==> config.mk <==
export PLATFORM = sky130hd
export DESIGN_NAME = nbs_serial_port
export DESIGN_NICKNAME = d
export VERILOG_FILES = /design/src/logic/nbs_pkg.sv /design/src/logic/nbs_serial_port.sv
export SDC_FILE = /design/constraint.sdc
export NUM_CORES = 1
export LEC_CHECK = 0
export BUFFER_PORTS_ARGS = -buffer_cell sky130_fd_sc_hd__buf_2
export CAP_MARGIN = 20
export CORE_MARGIN = 2
export CORE_UTILIZATION = 55
export CTS_CLUSTER_SIZE = 8
export DETAILED_ROUTE_END_ITERATION = 7
export GPL_TIMING_DRIVEN = 0
export PLACE_DENSITY = 0.81
export SYNTH_ARGS = -nofsm -noshare
export SYNTH_HDL_FRONTEND = slang
export SYNTH_SLANG_ARGS = --single-unit
==> constraint.sdc <==
create_clock -name clock_i -period 3.5 [get_ports clock_i]
set_input_delay 0.175 -clock clock_i [delete_from_list [all_inputs] [get_ports clock_i]]
set_output_delay 0.175 -clock clock_i [all_outputs]
set_load 0.03 [all_outputs]
==> src/logic/nbs_pkg.sv <==
// constants, register map and state codes of the nine-bit serial port
package nbs_pkg;
    // register byte addresses on the avalon bus
    localparam logic [7:0] SERIAL_CONTROL_STATUS_ADDR = 8'h98;
    localparam logic [7:0] SERIAL_BUFFER_ADDR = 8'h9c;
    localparam logic [7:0] PWR_ADDR = 8'ha0;
    localparam logic [7:0] RELOAD_ADDR = 8'ha4;
    localparam logic [7:0] TCTL_ADDR = 8'ha8;

    // serial_control_status field positions
    localparam int SC_TOP = 7;
    localparam int SC_MODE_LO = 6;
    localparam int SC_FILTER = 5;
    localparam int SC_RX_EN = 4;
    localparam int SC_TX9 = 3;
    localparam int SC_RX9 = 2;
    localparam int SC_TX_DONE = 1;
    localparam int SC_RX_DONE = 0;

    // power_control_reg field positions
    localparam int PC_DOUBLE = 7;
    localparam int PC_VIEW = 6;

    // timer control field positions
    localparam int TC_RUN = 0;
    localparam int TC_OVF = 1;

    // reset values
    localparam logic [7:0] SERIAL_CONTROL_STATUS_RST = 8'h00;
    localparam logic [7:0] PWR_RST = 8'h00;
    localparam logic [7:0] RELOAD_RST = 8'h00;
    localparam logic [1:0] TCTL_RST = 2'h0;

    // timing counts: divider in clock cycles, divide-by-16 and sample counts in 16x ticks; shift patterns
    localparam int MC_DIV = 6;
    localparam logic [3:0] DIV16_LAST = 4'hf;
    localparam logic [3:0] SAMPLE_A = 4'h7;
    localparam logic [3:0] SAMPLE_B = 4'h8;
    localparam logic [3:0] SAMPLE_C = 4'h9;
    localparam logic [8:0] RX_PRELOAD = 9'h1ff;
    localparam logic [7:0] TX_END_MARK = 8'h01;

    typedef enum logic [1:0] {
        MODE_SHIFT = 2'h0,
        MODE_8_VAR = 2'h1,
        MODE_9_FIX = 2'h2,
        MODE_9_VAR = 2'h3
    } nbs_mode_t;

    typedef enum logic [2:0] {
        TX_IDLE = 3'h1,
        TX_START = 3'h2,
        TX_DATA = 3'h4
    } nbs_tx_state_t;

    typedef enum logic [2:0] {
        RX_IDLE = 3'h1,
        RX_BITS = 3'h2,
        RX_STOP = 3'h4
    } nbs_rx_state_t;
endpackage

==> src/logic/nbs_serial_port.sv <==
// nine-bit serial port with baud timer and avalon register slave
//
// Overview of operation
// - bit 7 of control shows framing error when view select set, else mode_hi
// - framing error set on missing stop bit, sticky until software clears it
// - two mode bits pick shift, 8-bit variable, 9-bit fixed, 9-bit variable
// - shift register mode runs at clock divided by six
// - fixed 9-bit mode runs at clock/32, or clock/16 with doubling
// - variable modes follow timer overflow: clock/192 or /96 over 256-reload
// - 9-bit frame: start low, eight data lsb first, ninth bit, stop high
// - buffer write loads shifter with ninth bit in 9-bit modes, a one otherwise, and requests a transmission
// - transmission starts after next divide-by-16 rollover (next machine tick in shift mode), not at the write
// - start, data enable, 9-bit modes shift fill one then zeros, other modes zeros only, done flag at end
// - receive samples at 16x; falling edge resets counter, preloads all ones
// - each bit sampled at counts 7, 8, 9; majority value taken
// - start bit not zero resets receiver to wait for a falling edge
// - start bit at rightmost place (bit 0): final shift, load buffer, set rx done
// - load only if rx done clear and filter off or ninth bit one
// - one bit time after final shift receiver watches for falling edge
// - filter ignored in shift mode; in 8-bit mode filter on needs valid stop bit
// - 9-bit receive equals 8-bit receive; transmit adds ninth position
// - framing errors are visible through the framing error flag
// - timer overflow sets its flag and reloads low byte from reload value
`timescale 1ns/1ps
module nbs_serial_port
    import nbs_pkg::*;
#(
    parameter int MC_DIV_P = MC_DIV
) (
    input wire logic clock_i,
    input wire logic nrst_i,
    input wire logic [7:0] avm_address_i,
    input wire logic avm_read_i,
    input wire logic avm_write_i,
    input wire logic [31:0] avm_writedata_i,
    input wire logic [3:0] avm_byteenable_i,
    output logic [31:0] avm_readdata_o,
    output logic avm_waitrequest_o,
    input wire logic rxd_i,
    output logic txd_o
);
    localparam int MCW = $clog2(MC_DIV_P);
    localparam logic [MCW-1:0] MC_LAST = MCW'(MC_DIV_P - 1);

    generate
        if (MC_DIV_P < 2) begin : g_bad_div
            $error("machine cycle divider must be at least 2");
        end
    endgenerate

    function automatic logic maj3(input logic a, input logic b,
                                  input logic c);
        maj3 = (a & b) | (a & c) | (b & c);
    endfunction

    ////////////////////////////////////////////////////////////////////
    // reset release
    logic [1:0] rst_sync;
    logic rst_n;
    always_ff @(posedge clock_i or negedge nrst_i) begin
        if (!nrst_i) begin
            rst_sync <= 2'h0;
        end else begin
            rst_sync <= {rst_sync[0], 1'b1};
        end
    end
    assign rst_n = rst_sync[1];

    ////////////////////////////////////////////////////////////////////
    // bus slave: one wait cycle, then the answer
    logic ack;
    logic wr_en;
    logic wr_serial_control_status, wr_serial_buffer, wr_pwr, wr_reload, wr_tctl;
    logic [7:0] wd;
    logic [31:0] rd_mux;

    assign avm_waitrequest_o = (avm_read_i | avm_write_i) & ~ack;
    assign wr_en = avm_write_i & ack & avm_byteenable_i[0];
    assign wd = avm_writedata_i[7:0];
    assign wr_serial_control_status = wr_en && (avm_address_i == SERIAL_CONTROL_STATUS_ADDR);
    assign wr_serial_buffer = wr_en && (avm_address_i == SERIAL_BUFFER_ADDR);
    assign wr_pwr = wr_en && (avm_address_i == PWR_ADDR);
    assign wr_reload = wr_en && (avm_address_i == RELOAD_ADDR);
    assign wr_tctl = wr_en && (avm_address_i == TCTL_ADDR);

    always_ff @(posedge clock_i or negedge rst_n) begin
        if (!rst_n) begin
            ack <= 1'b0;
        end else begin
            ack <= (avm_read_i | avm_write_i) & ~ack;
        end
    end

    // control and status bits
    logic sm0, sm1, filter_en, rx_en, tx9, rx9, tx_done, rx_done, fe;
    logic baud_double, view_sel;
    logic [7:0] reload_val, timer_low;
    logic timer_run, timer_ovf;
    logic [7:0] rx_buf;
    nbs_mode_t mode;
    assign mode = nbs_mode_t'({sm0, sm1});

    always_comb begin
        rd_mux = 32'h0;
        case (avm_address_i)
            SERIAL_CONTROL_STATUS_ADDR: begin
                rd_mux[7:0] = {view_sel ? fe : sm0, sm1, filter_en,
                               rx_en, tx9, rx9, tx_done, rx_done};
            end
            SERIAL_BUFFER_ADDR: rd_mux[7:0] = rx_buf;
            PWR_ADDR: begin
                rd_mux[PC_DOUBLE] = baud_double;
                rd_mux[PC_VIEW] = view_sel;
            end
            RELOAD_ADDR: rd_mux[7:0] = reload_val;
            TCTL_ADDR: begin
                rd_mux[15:8] = timer_low;
                rd_mux[TC_OVF] = timer_ovf;
                rd_mux[TC_RUN] = timer_run;
            end
            default: rd_mux = 32'h0;
        endcase
    end

    // data settles in the wait cycle and stands at the answer edge
    always_ff @(posedge clock_i or negedge rst_n) begin
        if (!rst_n) begin
            avm_readdata_o <= 32'h0;
        end else if (avm_read_i & ~ack) begin
            avm_readdata_o <= rd_mux;
        end
    end

    ////////////////////////////////////////////////////////////////////
    // baud timer in 8-bit auto-reload
    logic [MCW-1:0] mc_cnt;
    logic mc_tick, t_ovf;
    assign mc_tick = (mc_cnt == MC_LAST);
    assign t_ovf = timer_run & mc_tick & (timer_low == 8'hff);

    always_ff @(posedge clock_i or negedge rst_n) begin
        if (!rst_n) begin
            mc_cnt <= '0;
        end else begin
            mc_cnt <= mc_tick ? '0 : mc_cnt + MCW'(1);
        end
    end

    always_ff @(posedge clock_i or negedge rst_n) begin
        if (!rst_n) begin
            timer_low <= RELOAD_RST;
            reload_val <= RELOAD_RST;
            {timer_ovf, timer_run} <= TCTL_RST;
        end else begin
            if (wr_reload) begin
                reload_val <= wd;
            end
            if (timer_run && mc_tick) begin
                timer_low <= t_ovf ? reload_val : timer_low + 8'h1;
            end
            if (wr_tctl) begin
                timer_run <= wd[TC_RUN];
            end
            // set wins over a software clear
            if (t_ovf) begin
                timer_ovf <= 1'b1;
            end else if (wr_tctl) begin
                timer_ovf <= timer_ovf & wd[TC_OVF];
            end
        end
    end

    // 16x sample tick; without doubling every second source pulse
    logic tick_src, half, tick16;
    assign tick_src = (mode == MODE_9_FIX) ? 1'b1 : t_ovf;
    assign tick16 = tick_src & (baud_double | half);

    always_ff @(posedge clock_i or negedge rst_n) begin
        if (!rst_n) begin
            half <= 1'b0;
        end else if (tick_src) begin
            half <= ~half;
        end
    end

    ////////////////////////////////////////////////////////////////////
    // transmitter
    logic [3:0] tx_div;
    logic tx_roll, tx_bit, tx_req, tx_fill, tx_done_p;
    logic [8:0] tx_sr;
    nbs_tx_state_t tx_state;
    assign tx_roll = tick16 & (tx_div == DIV16_LAST);
    assign tx_bit = (mode == MODE_SHIFT) ? mc_tick : tx_roll;

    always_ff @(posedge clock_i or negedge rst_n) begin
        if (!rst_n) begin
            tx_div <= 4'h0;
        end else if (tick16) begin
            tx_div <= tx_div + 4'h1;
        end
    end

    always_ff @(posedge clock_i or negedge rst_n) begin
        if (!rst_n) begin
            tx_state <= TX_IDLE;
            tx_sr <= 9'h0;
            tx_fill <= 1'b0;
            tx_req <= 1'b0;
            tx_done_p <= 1'b0;
            txd_o <= 1'b1;
        end else begin
            tx_done_p <= 1'b0;
            if (wr_serial_buffer) begin
                // 8-bit frame puts the stop bit straight in position nine
                tx_sr <= {mode[1] ? tx9 : 1'b1, wd};
                tx_fill <= mode[1];
                tx_req <= 1'b1;
            end
            case (tx_state)
                TX_IDLE: begin
                    txd_o <= 1'b1;
                    if (tx_req && tx_bit && !wr_serial_buffer) begin
                        tx_req <= 1'b0;
                        if (mode == MODE_SHIFT) begin
                            tx_state <= TX_DATA;
                            txd_o <= tx_sr[0];
                        end else begin
                            tx_state <= TX_START;
                            txd_o <= 1'b0;
                        end
                    end
                end
                TX_START: begin
                    if (tx_bit) begin
                        tx_state <= TX_DATA;
                        txd_o <= tx_sr[0];
                    end
                end
                TX_DATA: begin
                    if (tx_bit && !wr_serial_buffer) begin
                        // fill one still pending: pattern is data, not end
                        if (tx_sr[8:1] == TX_END_MARK && !tx_fill) begin
                            tx_state <= TX_IDLE;
                            txd_o <= 1'b1;
                            tx_done_p <= 1'b1;
                        end else begin
                            tx_sr <= {tx_fill, tx_sr[8:1]};
                            tx_fill <= 1'b0;
                            txd_o <= tx_sr[1];
                        end
                    end
                end
                default: tx_state <= TX_IDLE;
            endcase
        end
    end

    ////////////////////////////////////////////////////////////////////
    // receiver
    logic [2:0] rx_s;
    logic rx_f, rx_prev, fall;
    always_ff @(posedge clock_i or negedge rst_n) begin
        if (!rst_n) begin
            rx_s <= 3'h7;
            rx_f <= 1'b1;
            rx_prev <= 1'b1;
        end else begin
            rx_s <= {rx_s[1:0], rxd_i};
            if (rx_s[1] == rx_s[2]) begin
                rx_f <= rx_s[2];
            end
            if (tick16) begin
                rx_prev <= rx_f;
            end
        end
    end
    assign fall = tick16 & rx_prev & ~rx_f;

    nbs_rx_state_t rx_state;
    logic [3:0] rx_cnt;
    logic [8:0] rx_sr;
    logic rx_first, smp_a, smp_b, rx_bitv, rx_final, rx_accept;
    logic rx_load, rx_ninth, fe_set;
    assign rx_bitv = maj3(smp_a, smp_b, rx_f);
    assign rx_final = (rx_state == RX_BITS) && tick16 &&
                      (rx_cnt == SAMPLE_C) && !rx_first && !rx_sr[0];
    // filter has no say in shift mode, where nothing is received
    assign rx_accept = rx_final && !rx_done &&
                       (!filter_en || rx_bitv);

    always_ff @(posedge clock_i or negedge rst_n) begin
        if (!rst_n) begin
            rx_state <= RX_IDLE;
            rx_cnt <= 4'h0;
            rx_sr <= RX_PRELOAD;
            rx_first <= 1'b0;
            smp_a <= 1'b1;
            smp_b <= 1'b1;
            rx_buf <= 8'h0;
            rx_ninth <= 1'b0;
            rx_load <= 1'b0;
            fe_set <= 1'b0;
        end else begin
            rx_load <= 1'b0;
            fe_set <= 1'b0;
            if (tick16 && rx_state != RX_IDLE) begin
                rx_cnt <= rx_cnt + 4'h1;
                if (rx_cnt == SAMPLE_A) begin
                    smp_a <= rx_f;
                end
                if (rx_cnt == SAMPLE_B) begin
                    smp_b <= rx_f;
                end
            end
            case (rx_state)
                RX_IDLE: begin
                    if (fall && rx_en && mode != MODE_SHIFT) begin
                        rx_cnt <= 4'h0;
                        rx_sr <= RX_PRELOAD;
                        rx_first <= 1'b1;
                        rx_state <= RX_BITS;
                    end
                end
                RX_BITS: begin
                    if (tick16 && rx_cnt == SAMPLE_C) begin
                        rx_first <= 1'b0;
                        if (rx_first && rx_bitv) begin
                            rx_state <= RX_IDLE;
                        end else begin
                            rx_sr <= {rx_bitv, rx_sr[8:1]};
                        end
                        if (rx_final) begin
                            rx_state <= RX_STOP;
                            // in 8-bit mode the last bit is the stop bit
                            fe_set <= !mode[1] && !rx_bitv;
                        end
                        if (rx_accept) begin
                            rx_buf <= rx_sr[8:1];
                            rx_ninth <= rx_bitv;
                            rx_load <= 1'b1;
                        end
                    end
                end
                RX_STOP: begin
                    if (tick16 && rx_cnt == SAMPLE_C) begin
                        fe_set <= mode[1] && !rx_bitv;
                        rx_state <= RX_IDLE;
                    end
                end
                default: rx_state <= RX_IDLE;
            endcase
        end
    end

    ////////////////////////////////////////////////////////////////////
    // control register: hardware set wins over software clear
    always_ff @(posedge clock_i or negedge rst_n) begin
        if (!rst_n) begin
            {sm0, sm1, filter_en, rx_en, tx9, rx9, tx_done, rx_done}
                <= SERIAL_CONTROL_STATUS_RST;
            fe <= 1'b0;
            {baud_double, view_sel} <= PWR_RST[PC_DOUBLE:PC_VIEW];
        end else begin
            if (wr_pwr) begin
                baud_double <= wd[PC_DOUBLE];
                view_sel <= wd[PC_VIEW];
            end
            if (wr_serial_control_status) begin
                if (!view_sel) begin
                    sm0 <= wd[SC_TOP];
                end
                sm1 <= wd[SC_MODE_LO];
                filter_en <= wd[SC_FILTER];
                rx_en <= wd[SC_RX_EN];
                tx9 <= wd[SC_TX9];
            end
            if (fe_set) begin
                fe <= 1'b1;
            end else if (wr_serial_control_status && view_sel) begin
                fe <= wd[SC_TOP];
            end
            if (rx_load) begin
                rx9 <= rx_ninth;
            end else if (wr_serial_control_status) begin
                rx9 <= wd[SC_RX9];
            end
            if (tx_done_p) begin
                tx_done <= 1'b1;
            end else if (wr_serial_control_status) begin
                tx_done <= wd[SC_TX_DONE];
            end
            if (rx_load) begin
                rx_done <= 1'b1;
            end else if (wr_serial_control_status) begin
                rx_done <= wd[SC_RX_DONE];
            end
        end
    end
endmodule

# After elaboration in Yosys (flattened, before gate mapping)

Cells that the tools add are included.
Widths: inputs -> output; s select.

RAM bits: 0
Bits in read-only memories: 0
Memories: 0
Input port bits: 49
Logic and storage cells: 215
Bits in registers: 107
Bits in latches: 0
Output and inout port bits: 34

Order comparisons: 0
Shift operators: 0
Divide/modulo/power cells: 0
Multipliers: 0
$add $sub $neg: 4
Muxes and demuxes: 69
Equal/unequal tests: 30
Reduce and logical (&&, ||, !) cells: 50
Bitwise logic cells: 22

Operators by type and width:

| operator            | count |
|---|---|
| $mux 9              | 7 |
| $eq 8x8->1 const B  | 6 |
| $mux 1              | 37 |
| $mux 3              | 11 |
| $logic_and 1x1->1   | 24 |
| $pmux 3 s3          | 2 |
| $pmux 9 s2          | 1 |
| $mux 8              | 2 |
| $pmux 2 s4          | 2 |
| $and 1x1->1         | 14 |
| $ne 2x2->1 const B  | 7 |
| $eq 4x4->1 const B  | 3 |
| $mux 4              | 3 |
| $pmux 4 s3          | 1 |
| $reduce_and 4->1    | 3 |
| $reduce_bool 2->1   | 6 |
| $eq 3x3->1 const B  | 3 |
| $reduce_and 3->1    | 3 |
| $add 4x1->4 const B | 2 |
| $add 8x1->8 const B | 1 |
| $eq 8x1->1 const B  | 1 |
| $logic_not 1->1     | 8 |
| $eq 3x1->1 const B  | 2 |
| $eq 3x2->1 const B  | 2 |
| 15 further kinds    | 24 |

# Longest topological paths before layout

Gate-level depths: netlist of the first run.

Word-level depth: 14
Depth in mapped cells: 7
Depth with buffers taken out: 6

# Worst setup path after synthesis of the first run

No wires, ideal clock.

Path type: register to register
Start: register timer_low[0]
End: register rx_buf[0]
Path buffers: 0
Slack: 1.195 ns
Stages on the path, launching flop included: 7
Setup time: 0.125 ns
Required time: 3.375 ns
Arrival: 2.180 ns
Clock period less this slack: 2.305 ns
Cells stage by stage: dfrtp_1 -> ha_1 -> nand3_4 -> o31ai_4 -> nand3_2 -> a2111oi_4 -> mux2_2

Word-level cells in the longest chain between the ends: 11
Elaborated cells between the ends (all ways): 12
Those cells by class: eq/ne (1); mux (1); bitwise (2); reduce/logical (8)

Ends and longest elaborated chain:

| item                                | line                   | source |
|---|---|---|
| start, declared                     | nbs_serial_port.sv:97  | `logic [7:0] reload_val, timer_low;` |
| start signal, assigned              | nbs_serial_port.sv:159 | `timer_low <= t_ovf ? reload_val : timer_low + 8'h1;` |
| $eq 8x8->1 *                        | nbs_serial_port.sv:139 | `assign t_ovf = timer_run & mc_tick & (timer_low == 8'hff);` |
| $and 1x1->1 *                       | nbs_serial_port.sv:139 |  |
| $mux 1 *                            | nbs_serial_port.sv:175 | `assign tick_src = (mode == MODE_9_FIX) ? 1'b1 : t_ovf;` |
| $and 1x1->1 *                       | nbs_serial_port.sv:176 | `assign tick16 = tick_src & (baud_double \| half);` |
| $logic_and 1x1->1 (2 in a row)      | nbs_serial_port.sv:285 | `assign rx_final = (rx_state == RX_BITS) && tick16 &&` |
| $logic_and 1x1->1 (2 in a row)      | nbs_serial_port.sv:286 | `(rx_cnt == SAMPLE_C) && !rx_first && !rx_sr[0];` |
| $logic_and 1x1->1 (2 in a row)      | nbs_serial_port.sv:288 | `assign rx_accept = rx_final && !rx_done &&` |
| $reduce_and 3->1 (no source line) * | -                      |  |
| end signal, assigned                | nbs_serial_port.sv:338 | `rx_buf <= rx_sr[8:1];` |
| end, declared                       | nbs_serial_port.sv:99  | `logic [7:0] rx_buf;` |

Mark *: on every way between the ends. The rest lies on a longest branch, timed or not.
A chain may end at the register's enable or synchronous reset.

# Final worst setup path of the first run

Start: register timer_low[0]
End: register rx_buf[7]

Same word-level chain as after synthesis.

==> impl_metrics.tcl, run 1 <==
set metrics [dict create \
    rr_endpoint "rx_buf[7]" \
    use_met2_pct 35.49 \
    start_util_pct 56.20 \
    async_flop_share_pct 100.0 \
    clockBufferDepth 2 \
    synth.area.mux_share_pct 13.18 \
    intPower_mw 1.737 \
    synth_area_leader_cell "dfrtp_1" \
    htreeDepth 3 \
    power_frac_comb_pct 9.3 \
    nNetsFinal 574 \
    grt_max_degree 71 \
    avgSynthCellArea_um2 11.35 \
    cts_buffers 9 \
    cap_violations 0 \
    dpl_cell_area_um2 5560 \
    ys_top_cells_by_count "dfrtp_1, mux2_2, nand2_1, nor2_1" \
    max_stage_delay_ns 0.73 \
    hold_viol_final 0 \
    yosys_warnings 0 \
    swShare_pct 24.86 \
    p_seq_share_pct 56.9 \
    cp_max_fo 10 \
    reg2reg_slack_ns 0.78 \
    grt-ovfl-total 0 \
    ir_drop_uv 383.8 \
    grt_pass1_wl_um 17580 \
    syn_inst 453 \
    core_um2 9153 \
    die_y_um 100.7 \
    startpoint_type "register" \
    multi_input_area_um2 2292 \
    cts_sinks 107 \
    synth_ff_type "dfrtp_1" \
    vias 3749 \
    clock_skew_ns 0.007065 \
    drt_wl_total_um 10620 \
    syn_area_um2 5144 \
    switching_power_uw 574.8 \
    cts_setup_buffers 0 \
    p_leak_nw 2.778 \
    crit_end "rx_buf[7]" \
    fillers 726 \
    antenna_found_initial 0 \
    ys_ff_latch 107 \
    cts_root_buf "clkbuf_8" \
    synthTopCellsByArea "dfrtp_1, mux2_2, dfstp_2" \
    outcome "completed" \
    synthAdderAreaFrac_pct 1.605 \
    power.density_nw_per_um2 399.1 \
    slew_headroom_pct 41.50 \
    setup_viol_count_final 0 \
    finalMaxSlewViolations 0 \
    cp-startpoint "timer_low[0]" \
    critPathTopFamily "compound AO/OA/AOI/OAI gates" \
    seq_area_frac_synth_pct 52.52 \
    seqCellArea_um2 2705 \
    drtAntennaViolNets 0 \
    finalCriticalPeriod_ns 2.722 \
    gp_congestion 0.8303 \
    antenna_cells 0 \
    required_ns 3.76 \
    worst-setup-path-type "reg -> reg" \
    hold_buffers 2 \
    cp_data_arrival_time_ns 2.98 \
    synth-xor-area-share_pct 0.8514 \
    place_hpwl_um 7760 \
    drt-pass1-iter-count 4 \
    first_iter_violations 219 \
    cp_num_cells 6 \
    layout_worst_path_cycle_share_pct 77.77 \
    clk_pin_slew_ns 0.09 \
    routedWlPerCell_um 16.70 \
    gr-usage-met1_pct 30.78 \
    worstSkewPairLatency_ns 0.37 \
    post-route-util_pct 63.29 \
    grt_usage_pct 22.20 \
    hold_path_class "in -> reg" \
    path_cells "ha_1 -> nand3_4 -> o31ai_4 -> nand3_2 -> a2111oi_4 -> mux2_2" \
    drive_gt1_share_pct 28.76 \
    reg2reg_depth 6 \
    cp.buffers_inverters 0 \
    grt_use_met3_pct 4.230 \
    synth_top_area_share_pct 42.81 \
    setup.worst_path.end_class "register" \
    ios 83 \
    die_w_um 100.7 \
    grt-busiest-layer "met2" \
    drc 0 \
    cts_tree "yes" \
    ys_types 68 \
    fin_area_um2 5793 \
    cts_resized 0 \
    vias_per_cell 5.895 \
    yosysMostFrequentCell "dfrtp_1" \
    tightest_slew_ns 0.8708 \
    fmax_ghz 0.3674 \
    synth_edf_count 0 \
    synthSimpleGateAreaFrac_pct 14.18 \
    syn2layout_area_growth_pct 12.62 \
    critPathSlowestCell "a2111oi_4" \
    grt_pass1_vias 3571 \
    synth-compound-area-share_pct 13.50 \
    rsz0062_at_grt "no" \
    r2r_start "timer_low[0]" \
    clock_power_share_pct 33.7 \
    synth_top_family_by_area "simple AND/OR/NAND/NOR gates" \
    dieArea_um2 10140 \
    core.rowCount 35 \
    io_buffers 38 \
]
[worst register-to-register path: stages (launching register included)]
cell       delay, ns
dfrtp_1         0.47
ha_1            0.27
nand3_4         0.17
o31ai_4         0.38
nand3_2         0.19
a2111oi_4       0.73
mux2_2          0.41
[sequential cells by signal, summed over array words and instances (netlist names), 2 cells and up]
signal,cells
rx_state,3
rst_sync,2
rx_cnt,4
tx_div,4
tx_state,3
mc_cnt,3
tx_sr,9
rx_s,3
reload_val,8
rx_buf,8
avm_readdata_o,16
rx_sr,9
timer_low,8
[cell type report]
class                   instances  area share, %
flip-flops and latches        107          46.70
multi-input cells             323          39.57
repair buffers                 41          4.104
plain buffers                  32          3.175
clock buffers                  11          2.613
well taps                     111          2.397
clock inverters                 5          1.058
inverters                       6         0.3888
[placed cells by master (no fill, tap or decap), types with 3 or more instances in the layout]
cell type    n
clkinvlp_4   3
clkbuf_8    11
mux2i_1     16
a22oi_1      6
a222oi_1     3
ha_1         5
nor3_1      10
dfrtp_1     87
nand4_1      6
inv_1        6
xnor2_1      4
nor4_1       4
buf_4       16
a21oi_1     19
a22o_1      11
a31oi_1      4
conb_1      17
nand2b_1    11
nor2b_1      5
mux2_2      46
clkbuf_1    13
nand2_1     44
a21o_1       5
dfstp_2     19
nor3b_1      3
buf_2       40
nand4b_1     4
o21ai_0     14
nor2_1      26
a211o_1      3
nand3_1      7
[worst min-delay path by stage]
stage / start / end / slack [ns] / depth (start not counted)
5_1_grt: avm_read_i / ack / 0.07 / 3
3_3_place_gp: nrst_i / rst_sync[0] / -0.04 / 1
3_5_place_dp: nrst_i / rst_sync[0] / -0.04 / 1
4_1_cts: avm_read_i / ack / 0.06 / 3
6_report: avm_read_i / ack / 0.06 / 3
2_1_floorplan: nrst_i / rst_sync[0] / -0.12 / 0
[layer usage]
metal	wire length [um]	share of wire, %
met1	4805	45
met4	178	1.7
met5	0	0
met3	506	4.8
met2	5130	48
[metrics by stage]
step                      cells  hold slack (ns)  TNS, ns  worst slack (ns)  power (mW)
after CTS                   636          0.06348        0            0.8068       2.330
after floorplan             468          -0.1206        0            0.3318       1.493
after global placement      617         -0.04014   -59.23           -0.6937       1.542
after global routing        636          0.06771        0            0.6401       2.408
after detailed placement    618         -0.03742        0            0.8477       1.553
final                       636          0.06424        0            0.7779       2.312
[power groups by stage]
stage	combinational, mW	sequential [mW]	clock [mW]
after detailed placement	0.213	1.34	0
after CTS	0.215	1.32	0.797
final	0.216	1.32	0.780
after global placement	0.191	1.35	0
after global routing	0.238	1.32	0.845
after floorplan	0.146	1.35	0
[kinds of logic (layout without fill, tap and decap cells)]
family          count (synthesis)  count (layout)
compound gates                 93              93
other cells                     2              17
simple gates                  139             139
flops                         107             107
xor+xnor                        5               5
mux                            62              62
buf+inv                        38              95
fa+ha+maj                       7               7
Note: power is estimated with default switching activity, not from simulation.
==> run 2, diff against run 1 <==
--- a/config.mk
+++ b/config.mk
@@ -5,14 +5,15 @@
 export SDC_FILE = /design/constraint.sdc
 export NUM_CORES = 1
 export LEC_CHECK = 0
+export ABC_AREA = 1
 export BUFFER_PORTS_ARGS = -buffer_cell sky130_fd_sc_hd__buf_2
 export CAP_MARGIN = 20
 export CORE_MARGIN = 2
-export CORE_UTILIZATION = 55
+export CORE_UTILIZATION = 51
 export CTS_CLUSTER_SIZE = 8
 export DETAILED_ROUTE_END_ITERATION = 7
 export GPL_TIMING_DRIVEN = 0
-export PLACE_DENSITY = 0.81
+export PLACE_DENSITY = 0.79
 export SYNTH_ARGS = -nofsm -noshare
 export SYNTH_HDL_FRONTEND = slang
 export SYNTH_SLANG_ARGS = --single-unit
==> constraint.sdc (replaced) <==
create_clock -name clock_i -period 2.5 [get_ports clock_i]
set_input_delay 0.125 -clock clock_i [delete_from_list [all_inputs] [get_ports clock_i]]
set_output_delay 0.125 -clock clock_i [all_outputs]
set_load 0.03 [all_outputs]
==> run 2 against run 1 <==
Compared with the run above: maximum frequency rose by 24%; setup slack got worse by 0.47 ns; count of clock-buffer cells in the layout did not move; largest cell class unchanged; largest power group unchanged; highest routed layer unchanged.
==> impl_metrics.tcl, run 2 <==
set metrics [dict create \
    max_stage_delay_ns 0.42 \
    drc 0 \
    cp_data_arrival_time_ns 2.45 \
    ys_ff_latch 107 \
    synth_top_area_share_pct 41.79 \
    required_ns 2.76 \
    grt-ovfl-total 0 \
    core_um2 10180 \
    syn2layout_area_growth_pct 12.63 \
    antenna_cells 0 \
    htreeDepth 3 \
    syn_area_um2 5270 \
    cp.buffers_inverters 1 \
    synth_edf_count 0 \
    cts_tree "yes" \
    hold_start "avm_read_i" \
    grt_max_degree 76 \
    start_util_pct 51.74 \
    core.rowCount 37 \
    highest_layer "met4" \
    drive_gt1_share_pct 21.93 \
    gp_congestion 0.8824 \
    worst-setup-path-type "reg -> reg" \
    nNetsFinal 725 \
    first_iter_violations 216 \
    path_cells "ha_1 -> nand2_1 -> nor2_2 -> nand2_4 -> o21bai_4 -> nand4_4 -> a211oi_4 -> buf_6 -> o21ai_2" \
    worstSkewPairLatency_ns 0.36 \
    yosys_warnings 0 \
    mostFrequentLayoutCells "nand2_1, dfrtp_1, inv_1" \
    setup_viol_count_final 0 \
    routedWlPerCell_um 13.18 \
    yosysMostFrequentCell "nand2_1" \
    p_leak_nw 3.059 \
    cts_sinks 107 \
    ys_types 45 \
    rr_endpoint "rx_buf[3]" \
    vias 4184 \
    reg2reg_depth 9 \
    grt_usage_pct 20.56 \
    reg2reg_slack_ns 0.30 \
    hold_depth 3 \
    cts_buffers 9 \
    ios 83 \
    avgSynthCellArea_um2 8.740 \
    grt_pass1_vias 4130 \
    clk_pin_slew_ns 0.10 \
    fmax_ghz 0.4553 \
    synth_area_leader_cell "dfrtp_1" \
    top_register "avm_readdata_o" \
    r2r_start "timer_low[0]" \
    cp_max_fo 10 \
    synthTopCellsByArea "dfrtp_1, nand2_1, dfstp_2" \
    dieArea_um2 11160 \
    critPathTopFamily "compound AO/OA/AOI/OAI gates" \
    setup.worst_path.end_class "register" \
    clock_skew_ns 0.008699 \
    pre_cts_slack_ns 0.3170 \
    cap_violations 0 \
    ys_top_cells_by_count "nand2_1, dfrtp_1, inv_1, o21ai_0, nor2_1" \
    cts_resized 0 \
    power.density_nw_per_um2 598.9 \
    grt_pass1_wl_um 18670 \
    min_to "ack" \
    drt_wl_total_um 10690 \
    slew_headroom_pct 59.42 \
    outcome "completed" \
    cts_root_buf "clkbuf_8" \
    drt-pass1-iter-count 5 \
    place_hpwl_um 8203 \
    final_common_cell "nand2_1" \
    wl_met3_um 517 \
    syn_inst 603 \
    setup_ws_ns 0.3039 \
    layout_worst_path_cycle_share_pct 87.85 \
    hold_viol_final 0 \
    die_y_um 105.7 \
    synth_ff_type "dfrtp_1" \
    startpoint_type "register" \
    seq_area_frac_synth_pct 51.26 \
    drtAntennaViolNets 0 \
    critPathSlowestCell "a211oi_4" \
    antenna_found_initial 0 \
    finalCriticalPeriod_ns 2.196 \
    rsz0062_at_grt "no" \
    reg_top3 "avm_readdata_o (16), rx_sr (9), tx_sr (9)" \
    met2_length_um 5374 \
    finalMaxSlewViolations 0 \
    vias_per_cell 5.159 \
    largest_register_ffs 16 \
    clockBufferDepth 2 \
    die_w_um 105.7 \
    ir_drop_uv 514.8 \
    async_flop_share_pct 100.0 \
    wl_met1_um 4652 \
    io_buffers 39 \
    hold_path_class "in -> reg" \
    tightest_slew_ns 0.6064 \
    setup_tns_ns 0 \
]
[run 2: what timing repair did]
item	4_1_cts	5_1_grt
hold endpoints to repair	3	0
hold buffers	2	0
buffers inserted	0	0
endpoints found under the setup margin	0	0
[run 2: worst min-delay path, cell delays in order]
cell	delay [ns]
buf_2	0.09
nor2_1	0.04
nor2_1	0.10
[run 2: worst max path at each step]
stage | depth (start not counted) | to | from
floorplan | 9 | rx_ninth | timer_low[0]
CTS | 9 | rx_buf[3] | timer_low[0]
global placement | 0 | avm_readdata_o[9] | rst_sync[1]
detailed placement | 9 | rx_buf[3] | timer_low[0]
finish | 9 | rx_buf[3] | timer_low[0]
global route | 13 | tx_sr[7] | timer_low[0]
[run 2: kinds of logic after synthesis]
group                    Yosys count  share of synthesized area (%)
AND/OR/NAND/NOR                  245                          21.56
AO/OA/AOI/OAI                    130                          15.62
buffers and inverters            109                          9.378
flip-flops                       107                          51.26
adder cells (fa/ha/maj)            6                          1.377
XOR/XNOR                           4                         0.6649
other                              2                         0.1425
[run 2: report_power, final]
group	total (mW)	switching, mW	internal, mW
logic	0.588	0.389	0.199
clock network	1.04	0.559	0.486
registers	1.92	0.0639	1.86
total	3.55	1.01	2.54
[run 2: cell type report]
| type | count | area [um2] |
|---|---|---|
| Sequential cell | 107 | 2705 |
| Fill cell | 889 | 4249 |
| Clock inverter | 4 | 51.30 |
| Tap cell | 136 | 170.2 |
| Timing Repair Buffer | 42 | 242.7 |
| Buffer | 27 | 185.2 |
| Inverter | 82 | 309.0 |
| Clock buffer | 11 | 141.4 |
| Multi-Input combinational cell | 402 | 2131 |
[run 2: routing by layer]
layer	GRT usage, %	vias to the layer above
met1	26.87	1989
met2	34.84	123
li1	-	2061
met3	3.711	11
met5	0	-
met4	6.579	0
[run 2: per-stage QoR]
stage | cell area [um2] | total power [mW] | cells | hold slack (ns) | util, %
finish | 5936 | 3.555 | 811 | 0.02616 | 58.28
global route | 5936 | 3.745 | 811 | 0.02627 | 58.28
CTS | 5936 | 3.578 | 811 | 0.02123 | 58.28
detailed placement | 5723 | 2.537 | 794 | -0.08884 | 56.19
global placement | 5693 | 2.503 | 793 | -0.09033 | 55.90
floorplan | 5328 | 2.404 | 618 | -0.1706 | -
